[src/pm_policy_map.vh]
// Register map, field positions, reset values and codes for the power-state policy block
`ifndef PM_POLICY_MAP_VH
`define PM_POLICY_MAP_VH

// =====================================================================
// Register byte offsets
`define REG_CTRL        8'h00
`define REG_PMCSR       8'h04
`define REG_WAKE_CTRL   8'h08
`define REG_NVM_CFG     8'h0C
`define REG_STATUS      8'h10
`define REG_IRQ_STATUS  8'h14
`define REG_IRQ_ENABLE  8'h18
`define REG_IRQ_CLEAR   8'h1C
`define REG_PM_DATA     8'h20

// =====================================================================
// Field positions
`define CTRL_D3_REQ     0
`define CTRL_DRV_ACT    1
`define CTRL_AUXPM_EN   2
`define CTRL_LINK_GIG   3
`define PMCSR_PME_EN    8
`define PMCSR_PME_STS   15
`define WAKE_APM_EN     0
`define WAKE_PME_EN     1
`define WAKE_PME_STS    2
`define WAKE_PME_EVT    3
`define NVM_PM_DIS      0
`define NVM_D3C_DIS     1
`define NVM_AUX_REG     2
`define NVM_GIG_DIS     3
`define NVM_GIG_ND0A    4

// Interrupt bits
`define IRQ_STATE_CHG   0
`define IRQ_ANEG        1
`define IRQ_PWR_LOSS    2
`define IRQ_W           3

// =====================================================================
// Reset values
`define CTRL_RST        4'h0
`define WAKE_RST        2'h0
`define NVM_RST         5'h00
`define PM_DATA_RST     8'h00

// =====================================================================
// Power states
`define ST_D0U          2'h0
`define ST_D0A          2'h1
`define ST_D3           2'h2
`define ST_DR           2'h3

// Renegotiation pulse length
`define ANEG_PULSE_NS   100
`define ANEG_CYC        ((`ANEG_PULSE_NS + 9) / 10)

`endif

[src/nic_power_state_aux_policy.v]
// Power-state, auxiliary-power and gigabit policy with APB registers
// Function
// - PM disable bits from NVM; PM registers stay present and accessible.
// - APM wake enable lets wake output assert with PME enable clear.
// - States D0u, D0a, D3, plus power-loss state when power-good drops.
// - Advertise D3cold wake only if disable bit clear and aux present.
// - Reported power figure comes from nonvolatile memory fetch.
// - With D3cold support, PME enable/status cleared only by power-up reset.
// - Aux present only affects D3cold advertisement and PME reset behaviour.
// - Power-loss aux level chosen from PME enable and aux PM enable.
// - Compliance and aux PM enable set: higher aux power allowed in power-loss regardless.
// - Compliance set, aux PM enable clear: higher aux follows PME enable.
// - Compliance clear: aux power drawn in power-loss regardless.
// - Gigabit-disable bit blocks 1000 Mb/s everywhere.
// - Non-D0a gigabit disable withdraws advert, renegotiates if at gigabit.
// - Restart auto-negotiation whenever gigabit permission changes.
`timescale 1ns/10ps
`include "pm_policy_map.vh"
module nic_power_state_aux_policy #(
   parameter ANEG_CYCLES = `ANEG_CYC
) (
   // Clock and resets
   input  wire        pclk,
   input  wire        presetn,
   input  wire        power_up_rst_n,
   // APB slave
   input  wire        psel,
   input  wire        penable,
   input  wire        pwrite,
   input  wire [7:0]  paddr,
   input  wire [31:0] pwdata,
   output wire        pready,
   output reg  [31:0] prdata,
   output wire        pslverr,
   // Platform power
   input  wire        lan_power_ok,
   input  wire        aux_power_present,
   // Nonvolatile fetch
   input  wire        nvm_load,
   input  wire [12:0] nvm_data,
   // Wake event
   input  wire        wake_event,
   // Policy outputs
   output reg  [1:0]  power_state_q,
   output reg         wake_out_n,
   output reg         d3cold_wake_adv_q,
   output reg         aux_high_power_q,
   output reg         gig_advertise_q,
   output reg         aneg_restart_q,
   output reg         irq
);

   // =====================================================================
   // Nonvolatile configuration latch
   // Bits 4:0 are policy switches, bits 12:5 the reported power figure
   // Nothing here reacts to the ordinary reset, so policy survives it
   wire [12:0] nvm_q;
   wire        nvm_loaded;
   // Loader restarts only with power-up reset so values persist over others
   pm_nvm_latch #(.W(13)) u_nvm (
      .pclk      (pclk),
      .presetn   (power_up_rst_n),
      .load      (nvm_load),
      .load_data (nvm_data),
      .held_q    (nvm_q),
      .loaded_q  (nvm_loaded)
   );

   wire       pm_disable         = nvm_q[`NVM_PM_DIS];
   wire       d3cold_wake_disable = nvm_q[`NVM_D3C_DIS];
   wire       aux_regime         = nvm_q[`NVM_AUX_REG];
   wire       gig_disable        = nvm_q[`NVM_GIG_DIS];
   wire       gig_dis_nd0a       = nvm_q[`NVM_GIG_ND0A];
   wire [7:0] pm_data            = nvm_q[12:5];

   // =====================================================================
   // APB decode
   wire wr_en = psel && penable && pwrite;
   wire rd_en = psel && !pwrite;

   function is_mapped;
      input [7:0] a;
      begin
         if (a == `REG_CTRL) begin
            is_mapped = 1'b1;
         end else if (a == `REG_PMCSR) begin
            is_mapped = 1'b1;
         end else if (a == `REG_WAKE_CTRL) begin
            is_mapped = 1'b1;
         end else if (a == `REG_NVM_CFG) begin
            is_mapped = 1'b1;
         end else if (a == `REG_STATUS) begin
            is_mapped = 1'b1;
         end else if (a == `REG_IRQ_STATUS) begin
            is_mapped = 1'b1;
         end else if (a == `REG_IRQ_ENABLE) begin
            is_mapped = 1'b1;
         end else if (a == `REG_IRQ_CLEAR) begin
            is_mapped = 1'b1;
         end else if (a == `REG_PM_DATA) begin
            is_mapped = 1'b1;
         end else begin
            is_mapped = 1'b0;
         end
      end
   endfunction

   // Zero-wait slave; unmapped addresses flag an error
   // No wait states: every access ends at the first access-phase edge
   // Misaligned or out-of-range offsets report an error and do nothing
   assign pready  = 1'b1;
   assign pslverr = psel && penable && !is_mapped(paddr);

   // =====================================================================
   // Control register: driver requests and host config mirror
   reg [3:0] ctrl_q;
   // Bit 2 mirrors the host aux power PM enable; bit 3 reports gigabit link
   always @(posedge pclk or negedge presetn) begin
      if (!presetn) begin
         ctrl_q <= `CTRL_RST;
      end else if (wr_en && paddr == `REG_CTRL) begin
         ctrl_q <= pwdata[3:0];
      end
   end
   wire d3_req     = ctrl_q[`CTRL_D3_REQ];
   wire drv_active = ctrl_q[`CTRL_DRV_ACT];
   wire auxpm_en   = ctrl_q[`CTRL_AUXPM_EN];
   wire link_gig   = ctrl_q[`CTRL_LINK_GIG];

   // APM wake enable lives in the ordinary reset domain
   reg apm_wake_pme_enable;
   always @(posedge pclk or negedge presetn) begin
      if (!presetn) begin
         apm_wake_pme_enable <= 1'b0;
      end else if (wr_en && paddr == `REG_WAKE_CTRL) begin
         apm_wake_pme_enable <= pwdata[`WAKE_APM_EN];
      end
   end

   // =====================================================================
   // PME enable and status with selectable reset
   // With D3cold support only power-up reset clears them, else either reset
   // Selector uses the power-up-domain bit and the pin directly; the advert
   // flop clears on the ordinary reset and so cannot be allowed to steer it
   wire d3c_support = !d3cold_wake_disable && aux_power_present;
   wire pme_rst_n   = d3c_support ? power_up_rst_n : (power_up_rst_n & presetn);
   reg  pme_en_q;
   reg  pme_sts_q;
   wire pme_wr_pmcsr = wr_en && paddr == `REG_PMCSR;
   wire pme_wr_wake  = wr_en && paddr == `REG_WAKE_CTRL;
   // Registers stay writable even when PM support is disabled
   // Either register view writes the enable; PMCSR wins if both were hit
   // A disabled PM function never raises status from a wake event
   always @(posedge pclk or negedge pme_rst_n) begin
      if (!pme_rst_n) begin
         pme_en_q  <= 1'b0;
         pme_sts_q <= 1'b0;
      end else begin
         if (pme_wr_pmcsr) begin
            pme_en_q <= pwdata[`PMCSR_PME_EN];
         end else if (pme_wr_wake) begin
            pme_en_q <= pwdata[`WAKE_PME_EN];
         end
         // Set wins over write-one-to-clear
         if (wake_event && !pm_disable) begin
            pme_sts_q <= 1'b1;
         end else if ((pme_wr_pmcsr && pwdata[`PMCSR_PME_STS]) ||
                      (pme_wr_wake && pwdata[`WAKE_PME_STS])) begin
            pme_sts_q <= 1'b0;
         end
      end
   end

   // =====================================================================
   // Power-state machine
   // D3 exit always passes through D0u; D0a needs the driver-active bit
   // Power loss overrides every state and is left only via D0u
   reg [1:0] state_d;
   // Next state from supply and driver requests
   always @* begin
      state_d = power_state_q;
      if (!lan_power_ok) begin
         state_d = `ST_DR;
      end else begin
         case (power_state_q)
            `ST_DR:  state_d = `ST_D0U;
            `ST_D0U: if (d3_req) state_d = `ST_D3;
                     else if (drv_active) state_d = `ST_D0A;
            `ST_D0A: if (d3_req) state_d = `ST_D3;
                     else if (!drv_active) state_d = `ST_D0U;
            `ST_D3:  if (!d3_req) state_d = `ST_D0U;
            default: state_d = `ST_D0U;
         endcase
      end
   end

   // State register; reset lands in power loss until supply is seen
   always @(posedge pclk or negedge presetn) begin
      if (!presetn) begin
         power_state_q <= `ST_DR;
      end else begin
         power_state_q <= state_d;
      end
   end

   // =====================================================================
   // Gigabit permission
   // Judged for the current and the next state so that a restart
   // is raised at the same edge that changes the state
   function gig_ok;
      input [1:0] st;
      input       dis_all;
      input       dis_nd0a;
      begin
         gig_ok = !dis_all && !(dis_nd0a && st != `ST_D0A);
      end
   endfunction

   wire gig_now  = gig_ok(power_state_q, gig_disable, gig_dis_nd0a);
   wire gig_next = gig_ok(state_d, gig_disable, gig_dis_nd0a);
   // Permission flip, or leaving D0a while linked at gigabit
   wire aneg_evt = (gig_now != gig_next) ||
                   (gig_dis_nd0a && link_gig && power_state_q == `ST_D0A && state_d != `ST_D0A);

   // Hold restart high long enough for the PHY to see it
   // A new event while the pulse runs reloads the count and stretches it
   // Quiet until the fetch lands, as policy is unknown before that
   reg [7:0] aneg_cnt_q;
   always @(posedge pclk or negedge presetn) begin
      if (!presetn) begin
         aneg_cnt_q      <= 8'h00;
         aneg_restart_q  <= 1'b0;
         gig_advertise_q <= 1'b0;
      end else begin
         gig_advertise_q <= gig_next;
         if (aneg_evt && nvm_loaded) begin
            aneg_cnt_q     <= ANEG_CYCLES[7:0];
            aneg_restart_q <= 1'b1;
         end else if (aneg_cnt_q > 8'h01) begin
            aneg_cnt_q <= aneg_cnt_q - 8'h01;
         end else begin
            aneg_cnt_q     <= 8'h00;
            aneg_restart_q <= 1'b0;
         end
      end
   end

   // =====================================================================
   // Aux power policy and wake output
   // Higher aux draw is only granted in the power-loss state; in the
   // powered states the main supply carries the load
   // Wake asserts for pending status with PME enable or APM wake enable
   reg aux_d;
   // Draw permission by regime bit, aux PM enable and PME enable
   always @* begin
      if (power_state_q != `ST_DR) begin
         aux_d = 1'b0;
      end else if (!aux_regime) begin
         aux_d = 1'b1;
      end else if (auxpm_en) begin
         aux_d = 1'b1;
      end else begin
         aux_d = pme_en_q;
      end
   end

   // Registered policy outputs
   always @(posedge pclk or negedge presetn) begin
      if (!presetn) begin
         aux_high_power_q  <= 1'b0;
         d3cold_wake_adv_q <= 1'b0;
         wake_out_n        <= 1'b1;
      end else begin
         aux_high_power_q  <= aux_d;
         d3cold_wake_adv_q <= !d3cold_wake_disable && aux_power_present;
         wake_out_n        <= !(pme_sts_q && (pme_en_q || apm_wake_pme_enable));
      end
   end

   // =====================================================================
   // Interrupt status, enable, clear
   // Bit 0 any state change, bit 1 a restart, bit 2 entry to power loss
   // Output is registered from the next status so it tracks with no gap
   reg [`IRQ_W-1:0] irq_sts_q;
   reg [`IRQ_W-1:0] irq_en_q;
   wire [`IRQ_W-1:0] irq_set = {power_state_q != `ST_DR && state_d == `ST_DR,
                                aneg_evt && nvm_loaded,
                                power_state_q != state_d};
   wire [`IRQ_W-1:0] irq_clr = (wr_en && paddr == `REG_IRQ_CLEAR) ? pwdata[`IRQ_W-1:0] : {`IRQ_W{1'b0}};
   // Set has priority so no event is lost on a clear
   always @(posedge pclk or negedge presetn) begin
      if (!presetn) begin
         irq_sts_q <= {`IRQ_W{1'b0}};
         irq_en_q  <= {`IRQ_W{1'b0}};
         irq       <= 1'b0;
      end else begin
         irq_sts_q <= irq_set | (irq_sts_q & ~irq_clr);
         if (wr_en && paddr == `REG_IRQ_ENABLE) begin
            irq_en_q <= pwdata[`IRQ_W-1:0];
         end
         irq <= |((irq_set | (irq_sts_q & ~irq_clr)) & irq_en_q);
      end
   end

   // =====================================================================
   // Read mux
   // Reads have no side effects; status bits clear only on writes
   // Data is driven only while selected for a read, zero otherwise
   // Unmapped offsets read as zero
   always @* begin
      prdata = 32'h0000_0000;
      if (rd_en) begin
         if (paddr == `REG_CTRL) begin
            prdata[3:0] = ctrl_q;
         end else if (paddr == `REG_PMCSR) begin
            prdata[`PMCSR_PME_EN]  = pme_en_q;
            prdata[`PMCSR_PME_STS] = pme_sts_q;
         end else if (paddr == `REG_WAKE_CTRL) begin
            prdata[`WAKE_APM_EN]  = apm_wake_pme_enable;
            prdata[`WAKE_PME_EN]  = pme_en_q;
            prdata[`WAKE_PME_STS] = pme_sts_q;
            prdata[`WAKE_PME_EVT] = !wake_out_n;
         end else if (paddr == `REG_NVM_CFG) begin
            prdata[12:0] = nvm_q;
         end else if (paddr == `REG_STATUS) begin
            prdata[1:0] = power_state_q;
            prdata[2]   = d3cold_wake_adv_q;
            prdata[3]   = aux_high_power_q;
            prdata[4]   = gig_advertise_q;
            prdata[5]   = aneg_restart_q;
            prdata[6]   = nvm_loaded;
         end else if (paddr == `REG_IRQ_STATUS) begin
            prdata[`IRQ_W-1:0] = irq_sts_q;
         end else if (paddr == `REG_IRQ_ENABLE) begin
            prdata[`IRQ_W-1:0] = irq_en_q;
         end else if (paddr == `REG_PM_DATA) begin
            prdata[7:0] = pm_data;
         end
      end
   end

endmodule

[src/pm_nvm_latch.v]
// Latch for configuration fetched from nonvolatile memory
`timescale 1ns/10ps
module pm_nvm_latch #(
   parameter W = 13
) (
   // Clock and reset
   input  wire         pclk,
   input  wire         presetn,
   // Fetch side
   input  wire         load,
   input  wire [W-1:0] load_data,
   // Held copy
   output reg  [W-1:0] held_q,
   output reg          loaded_q
);

   // =====================================================================
   // Holding register
   // Capture only once per power-up so a later stray strobe cannot shift policy
   always @(posedge pclk or negedge presetn) begin
      if (!presetn) begin
         held_q   <= {W{1'b0}};
         loaded_q <= 1'b0;
      end else if (load && !loaded_q) begin
         held_q   <= load_data;
         loaded_q <= 1'b1;
      end
   end

endmodule

[config.mk]
export PLATFORM = sky130hd
export DESIGN_NAME = nic_power_state_aux_policy
export DESIGN_NICKNAME = d
export VERILOG_FILES = /design/src/nic_power_state_aux_policy.v /design/src/pm_nvm_latch.v
export VERILOG_INCLUDE_DIRS = /design/src
export SDC_FILE = /design/constraint.sdc
export NUM_CORES = 1
export LEC_CHECK = 0
export ABC_CLOCK_PERIOD_IN_PS = 1400
export BUFFER_PORTS_ARGS = -buffer_cell sky130_fd_sc_hd__buf_2
export CORE_ASPECT_RATIO = 1.4
export CORE_MARGIN = 3
export CORE_UTILIZATION = 45
export CTS_CLUSTER_SIZE = 8
export DETAILED_ROUTE_END_ITERATION = 12
export PLACE_DENSITY_LB_ADDON = 0.15
export SLEW_MARGIN = 20
export SYNTH_ARGS = -nofsm -noshare
export SYNTH_HDL_FRONTEND = slang
export SYNTH_HIERARCHICAL = 1
export SYNTH_SLANG_ARGS = --single-unit
[constraint.sdc]
create_clock -name pclk -period 1.4 [get_ports pclk]
set_input_delay 0 -clock pclk [delete_from_list [all_inputs] [get_ports pclk]]
set_output_delay 0 -clock pclk [all_outputs]
set_load 0.02 [all_outputs]
==> results of run 1 <==
[layout make-up]
| cell class | instances | area, um^2 |
|---|---|---|
| Timing Repair Buffer | 143 | 1060 |
| Fill cell | 463 | 1640 |
| Tap cell | 68 | 85.1 |
| Multi-Input combinational cell | 200 | 1590 |
| Clock buffer | 6 | 82.6 |
| Sequential cell | 43 | 1080 |
| Clock inverter | 2 | 13.8 |
| Inverter | 4 | 15.0 |
[worst paths after layout]
kind	slack [ns]	end
min in group asynchronous	0.12	u_nvm/held_q[11]
max	-0.51	irq
max in group asynchronous	0.76	pme_sts_q
min reg2reg	0.47	wake_out_n
max reg2reg	-0.51	irq
min	0.05	pme_en_q
[repair_timing]
item	CTS	global route
setup endpoints to repair	24	26
pin swaps	20	19
buffers inserted	4	2
gates resized for setup	36	28
hold buffers	23	0
hold endpoints to repair	68	0
[per-stage QoR]
step                      setup TNS, ns  worst slack [ns]  area, um^2  power, mW   util
after floorplan                   -3.13            -0.600        2720       2.21      -
after CTS                         -3.55            -0.518        3820       3.68  0.687
after detailed placement          -6.64            -0.542        3350       2.71  0.601
final                             -4.16            -0.508        3930       3.87  0.706
after global routing              -5.29            -0.564        3930       4.09  0.706
after global placement            -6.15            -0.491        3350       2.67  0.601
[critical path, cell delays in order (launching register included)]
cell and delay (ns):
dfstp_2 0.55, and2b_4 0.20, and3b_2 0.21, o311ai_4 0.24
a21bo_1 0.25, a221o_1 0.35
[synthesized netlist by cell type (all sizes together), types with 2 or more instances]
cell / n
a222oi: 3
a22o: 2
nor3: 12
conb: 2
nand2b: 5
or3: 2
clkbuf: 5
and2: 5
a31oi: 2
and3: 3
o21ai: 9
xor2: 4
or2: 4
ha: 2
dfrtp: 40
xnor2: 3
nor2b: 6
a221oi: 4
buf: 21
nand3: 2
inv: 4
dfstp: 3
a32oi: 4
a22oi: 5
a21oi: 8
mux2: 23
nand2: 23
nor3b: 2
nor2: 24
nor4b: 3
o221a: 2
o21a: 2
[layout by cell type (no fill, tap or decap), drive strengths merged, types with 3 or more instances in the layout]
master	synthesis	routed
nor2	24	24
dfstp	3	3
clkbuf	5	6
xor2	4	4
nor3	12	12
nand2	23	23
buf	21	120
xnor2	3	3
mux2	23	23
a32oi	4	4
dlygate4sd3	0	23
and2	5	5
conb	2	19
a22oi	5	5
nand2b	5	5
a222oi	3	3
a21oi	8	8
inv	4	5
a221oi	4	4
and3	3	3
nor4b	3	3
o21ai	9	9
dfrtp	40	40
nor2b	6	6
or2	4	4
[where the power goes]
part / internal [mW] / leakage (nW) / switching [mW]
clock network: 0.404 / 0.0516 / 0.449
logic: 0.726 / 1.24 / 0.699
registers: 1.44 / 0.525 / 0.151
[state kept, by name, indices dropped and copies added, names as in the netlist, 2 cells and up]
name	flops
u_nvm/held_q	13
irq_en_q	3
irq_sts_q	3
ctrl_q	4
power_state_q	2
aneg_cnt_q	8
[cells by family after synthesis]
family,share of synthesized area
buffers and inverters,0.0768
other,0.00288
flip-flops,0.415
AND/OR/NAND/NOR,0.216
multiplexers,0.114
adder cells (fa/ha/maj),0.00960
AO/OA/AOI/OAI,0.143
XOR/XNOR,0.0235
[metal layers]
layer,vias to the layer above,share of wire,track usage
met1,1192,0.39,0.269
met5,-,0,0
met2,77,0.54,0.427
met4,0,0.013,0.0687
met3,6,0.051,0.0303
li1,1165,-,-
==> impl_metrics.yaml, run 1 <==
run_status:
  outcome: "finished, violations left"
  failed_checks: "negative setup slack"
setup_path:
  cp_data_required_time_ns: 1.58
  crit_path_end_kind: "flip-flop"
  worstRegToRegCells: 5
  crit_start: "power_state_q[1]"
  crit_fanout: 3
  r2r_start: "power_state_q[1]"
  crit_type: "reg2reg"
  cp.arrival_ns: 2.09
  cp-start-kind: "flip-flop"
min_path:
  worstHoldStart: "pwdata[8]"
  hp-class: "in2reg"
  holdPathStages: 3
sta:
  hold_violations: 0
  whs_ns: 0.0489
  fmax_ghz: 0.524
  setup_viol: 15
  post-route-period-util: 1.36
  rsz0062_at_grt: "yes"
  slew_viol_final: 0
  setup_ws_ns: -0.508
  clock_skew_ns: 0.00917
  period_minus_slack_ns: 1.91
global_routing:
  grt_max_degree: 18
  grt_use_total: 0.228
  first_global_vias: 2459
  overflow: 0
  grt_pass1_wl_um: 11900
  antenna_found_initial: 0
layout:
  drive_gt1_frac: 0.490
  diodes: 0
  layout.cells.non_filler: 466
  nets: 462
  syn_to_final_growth_pct: 50.9
clocking:
  numCtsBuffers: 5
  htree_levels: 2
  clockBufferDepth: 2
  cts_tree: "yes"
  cts-root-buf: "clkbuf_8"
  clock_sinks: 43
  worst_skew_pair.late_latency_ns: 0.30
  path_clk_slew_ns: 0.08
routing:
  viasPerCell: 5.24
  first_pass_iters: 4
  remaining_drc_errors: 0
  wl_um: 7570
  vias: 2440
  drt-initial-drc-count: 104
  ant_nets: 0
  wl_per_cell_um: 16.3
yosys:
  syn_avg_cell_area_um2: 10.2
  ys_seq_area_frac: 0.415
  ys_async_sr_fraction: 1.00
  yosys-top-cells-area: "dfrtp_1 (38%), mux2_4 (5.8%), buf_4 (5.5%), mux2_2 (3.9%), nor2_1 (3.5%)"
  synth-main-ff-cell: "dfrtp_1"
  ys_warn_count: 6
  syn_area_mm2: 0.00260
  yosysUniqueCellTypes: 58
  synth_top_area_cell: "dfrtp_1"
  synth_edf_count: 0
  postSynthCellCount: 256
  synth_seq_cells: 43
  synth_top_area_frac: 0.384
power_and_ir_drop:
  peakVddDrop_mv: 1.11
  powerDensity_mw_per_mm2: 984
  total_leakage_power_nw: 1.82
place:
  dp_cells: 430
  place_congestion: 0.846
  dp_hpwl_um: 5710
  port_buffers: 59
die:
  rows: 32
  die_area_mm2: 0.00675
  pin_count: 105
  initial_core_util: 0.468
  die_w_um: 70.3
  die_h_um: 96.0
  core_mm2: 0.00557
run:
  cap_violations: 0
Note: power is estimated with default switching activity, not from simulation.
==> run 2, diff against run 1 <==
Settings changed: SYNTH_HIERARCHICAL 1 to not set.
==> impl_metrics.yaml, run 2 <==
run_status:
  outcome: "finished, violations left"
  failed_checks: "negative setup slack"
routing:
  wl_um: 8050
  met3_length_um: 441
  viasPerCell: 5.31
  drt-initial-drc-count: 193
  vias: 2533
  routed-wl-met2_um: 4280
  first_pass_iters: 4
  routed.top_layer: "met4"
  met1_length_um: 3090
  ant_nets: 0
  remaining_drc_errors: 0
  wl_per_cell_um: 16.9
sta:
  worstMarginPinSlew_ns: 0.566
  post-route-period-util: 1.19
  period_minus_slack_ns: 1.66
  setup_ws_ns: -0.259
  setup_viol: 25
  hold_violations: 0
  fmax_ghz: 0.603
  rsz0062_at_grt: "yes"
  relSlewSlack: 0.622
  clock_skew_ns: 0.00790
  timing.setup.tns_ns: -4.60
  slew_viol_final: 0
setup_path:
  path_cells: "or3_4, or3_4, buf_6, nor3_4, o21ai_1"
  crit_type: "reg2reg"
  crit_start: "aneg_cnt_q[4]"
  cp_data_required_time_ns: 1.57
  slowest_delay_ns: 0.39
  cp.arrival_ns: 1.83
  critical-path-top-delay-family: "simple AND/OR/NAND/NOR gates"
  slowest_stage: "or3_4"
  r2r_start: "aneg_cnt_q[4]"
  r2r_setup_slack_ns: -0.26
  crit_path_end_kind: "flip-flop"
  cp_common_cell: "or3_4"
  cp-start-kind: "flip-flop"
  crit_fanout: 3
  crit_buf_inv: 1
yosys:
  syn_area_mm2: 0.00253
  yosys-top-cells-area: "dfrtp_1 (40%), mux2_2 (9.3%), buf_4 (5.6%), nand2_1 (4.0%), dfstp_2 (3.1%)"
  synth_seq_cells: 43
  ys_seq_area_frac: 0.426
  syn_avg_cell_area_um2: 9.56
  yosysUniqueCellTypes: 57
  synth_edf_count: 0
  synth_top_area_frac: 0.395
  synth-main-ff-cell: "dfrtp_1"
  yosysMostFrequentCell: "dfrtp_1"
  ys_async_sr_fraction: 1.00
  synth_top_area_cell: "dfrtp_1"
  postSynthCellCount: 265
  synth_common_cells: "dfrtp_1 (40), nand2_1 (27), mux2_2 (21)"
  ys_warn_count: 0
place:
  dp_hpwl_um: 5770
  port_buffers: 59
  place_congestion: 0.916
  placed_cell_area_mm2: 0.00330
die:
  die_w_um: 69.4
  die_h_um: 94.8
  initial_core_util: 0.477
  core_mm2: 0.00531
  die_area_mm2: 0.00658
  pin_count: 105
  rows: 31
layout:
  final_common_cell: "buf_4"
  fin_util: 0.754
  postLayoutCellArea_mm2: 0.00401
  multi_input_area_mm2: 0.00159
  regArea_mm2: 0.00108
  drive_gt1_frac: 0.521
  regMostFlops: "u_nvm.held_q"
  fillers: 382
  diodes: 0
  syn_to_final_growth_pct: 58.1
  largest_register_ff_count: 13
  largestRegisters: "u_nvm.held_q: 13 flops, aneg_cnt_q: 8 flops, ctrl_q: 4 flops"
  final_cell_mix: "buf_4 (67), dfrtp_1 (40), buf_2 (40)"
  nets: 475
global_routing:
  overflow: 0
  grt_use_total: 0.251
  first_global_vias: 2606
  antenna_found_initial: 0
  grt_max_degree: 26
  grt_pass1_wl_um: 12900
clocking:
  htree_levels: 2
  path_clk_slew_ns: 0.07
  cts-root-buf: "clkbuf_8"
  numCtsBuffers: 5
  clock_sinks: 43
  cts_tree: "yes"
  worst_skew_pair.late_latency_ns: 0.30
  clockBufferDepth: 2
power_and_ir_drop:
  p_seq_frac: 0.440
  p_int_mw: 2.44
  power_frac_comb: 0.352
  clkPwrFrac: 0.208
  power_mw: 3.67
  peakVddDrop_mv: 0.936
  powerDensity_mw_per_mm2: 916
  total_leakage_power_nw: 1.82
  p_sw_mw: 1.23
  swShare: 0.335
min_path:
  worstHoldStart: "lan_power_ok"
  hp-class: "in2reg"
run:
  cap_violations: 0
## run 2: cell types whose count changed in the layout (fill, tap and decap cells not counted), moves of 7 or more
cell     previous run  this run
buf_6               9        21
buf_2              47        40
mux2_4             10         0
nand2_1            20        27
mux2_2              9        21
## run 2: logic make-up after synthesis
group / Yosys count / share of synthesized area
XOR/XNOR: 7 / 0.0242
other: 2 / 0.00296
multiplexers: 23 / 0.101
AND/OR/NAND/NOR: 100 / 0.213
adder cells (fa/ha/maj): 2 / 0.00987
AO/OA/AOI/OAI: 54 / 0.141
buffers and inverters: 34 / 0.0815
flip-flops: 43 / 0.426
## run 2: timing repair
| action | in CTS | in global routing |
|---|---|---|
| hold endpoints to repair | 56 | 0 |
| buffers inserted | 11 | 3 |
| pin swaps | 24 | 4 |
| hold buffers | 20 | 0 |
| resized for setup | 58 | 17 |
| endpoints found under the setup margin | 26 | 25 |
## run 2: cell type report
type | count | share of cell area
clock buffers | 6 | 0.0181
clock inverters | 2 | 0.00312
inverters | 7 | 0.00656
multi-input cells | 205 | 0.398
flip-flops and latches | 43 | 0.270
well taps | 66 | 0.0206
repair buffers | 148 | 0.285
## run 2: power groups by stage
| stage | clock network, mW | registers, mW | logic, mW |
|---|---|---|---|
| 2_1_floorplan | 0 | 1.63 | 0.593 |
| 5_1_grt | 0.829 | 1.64 | 1.43 |
| 6_report | 0.761 | 1.61 | 1.29 |
| 3_3_place_gp | 0 | 1.61 | 1.07 |
| 3_5_place_dp | 0 | 1.62 | 1.09 |
| 4_1_cts | 0.794 | 1.60 | 1.25 |
## run 2: routing by layer
metal	vias up	GRT usage
met2	93	0.447
met1	1209	0.303
met4	0	0.0993
li1	1211	-
met3	20	0.0383
met5	-	0
## run 2: tightest hold or removal path, cell delays in order
cell	delay, ns
buf_2	0.12
buf_4	0.14
nand2_1	0.05
## run 2: path summary, 6_finish.rpt
| path | depth (start not counted) | to |
|---|---|---|
| max in group asynchronous | 3 | pme_en_q |
| min in group asynchronous | 2 | u_nvm.held_q[10] |
| worst max-delay path | 5 | aneg_cnt_q[3] |
| worst max register to register | 5 | aneg_cnt_q[3] |
| worst min-delay path | 3 | power_state_q[0] |
| worst min register to register | 2 | pme_sts_q |
## run 2: stage by stage
stage / cells / hold slack (ns) / setup slack (ns)
after floorplan: 282 / -0.296 / -0.276
after CTS: 474 / 0.00687 / -0.255
after global placement: 435 / -0.0845 / -0.377
after global routing: 477 / 0.0164 / -0.336
final: 477 / 0.0147 / -0.259
after detailed placement: 435 / -0.0782 / -0.404
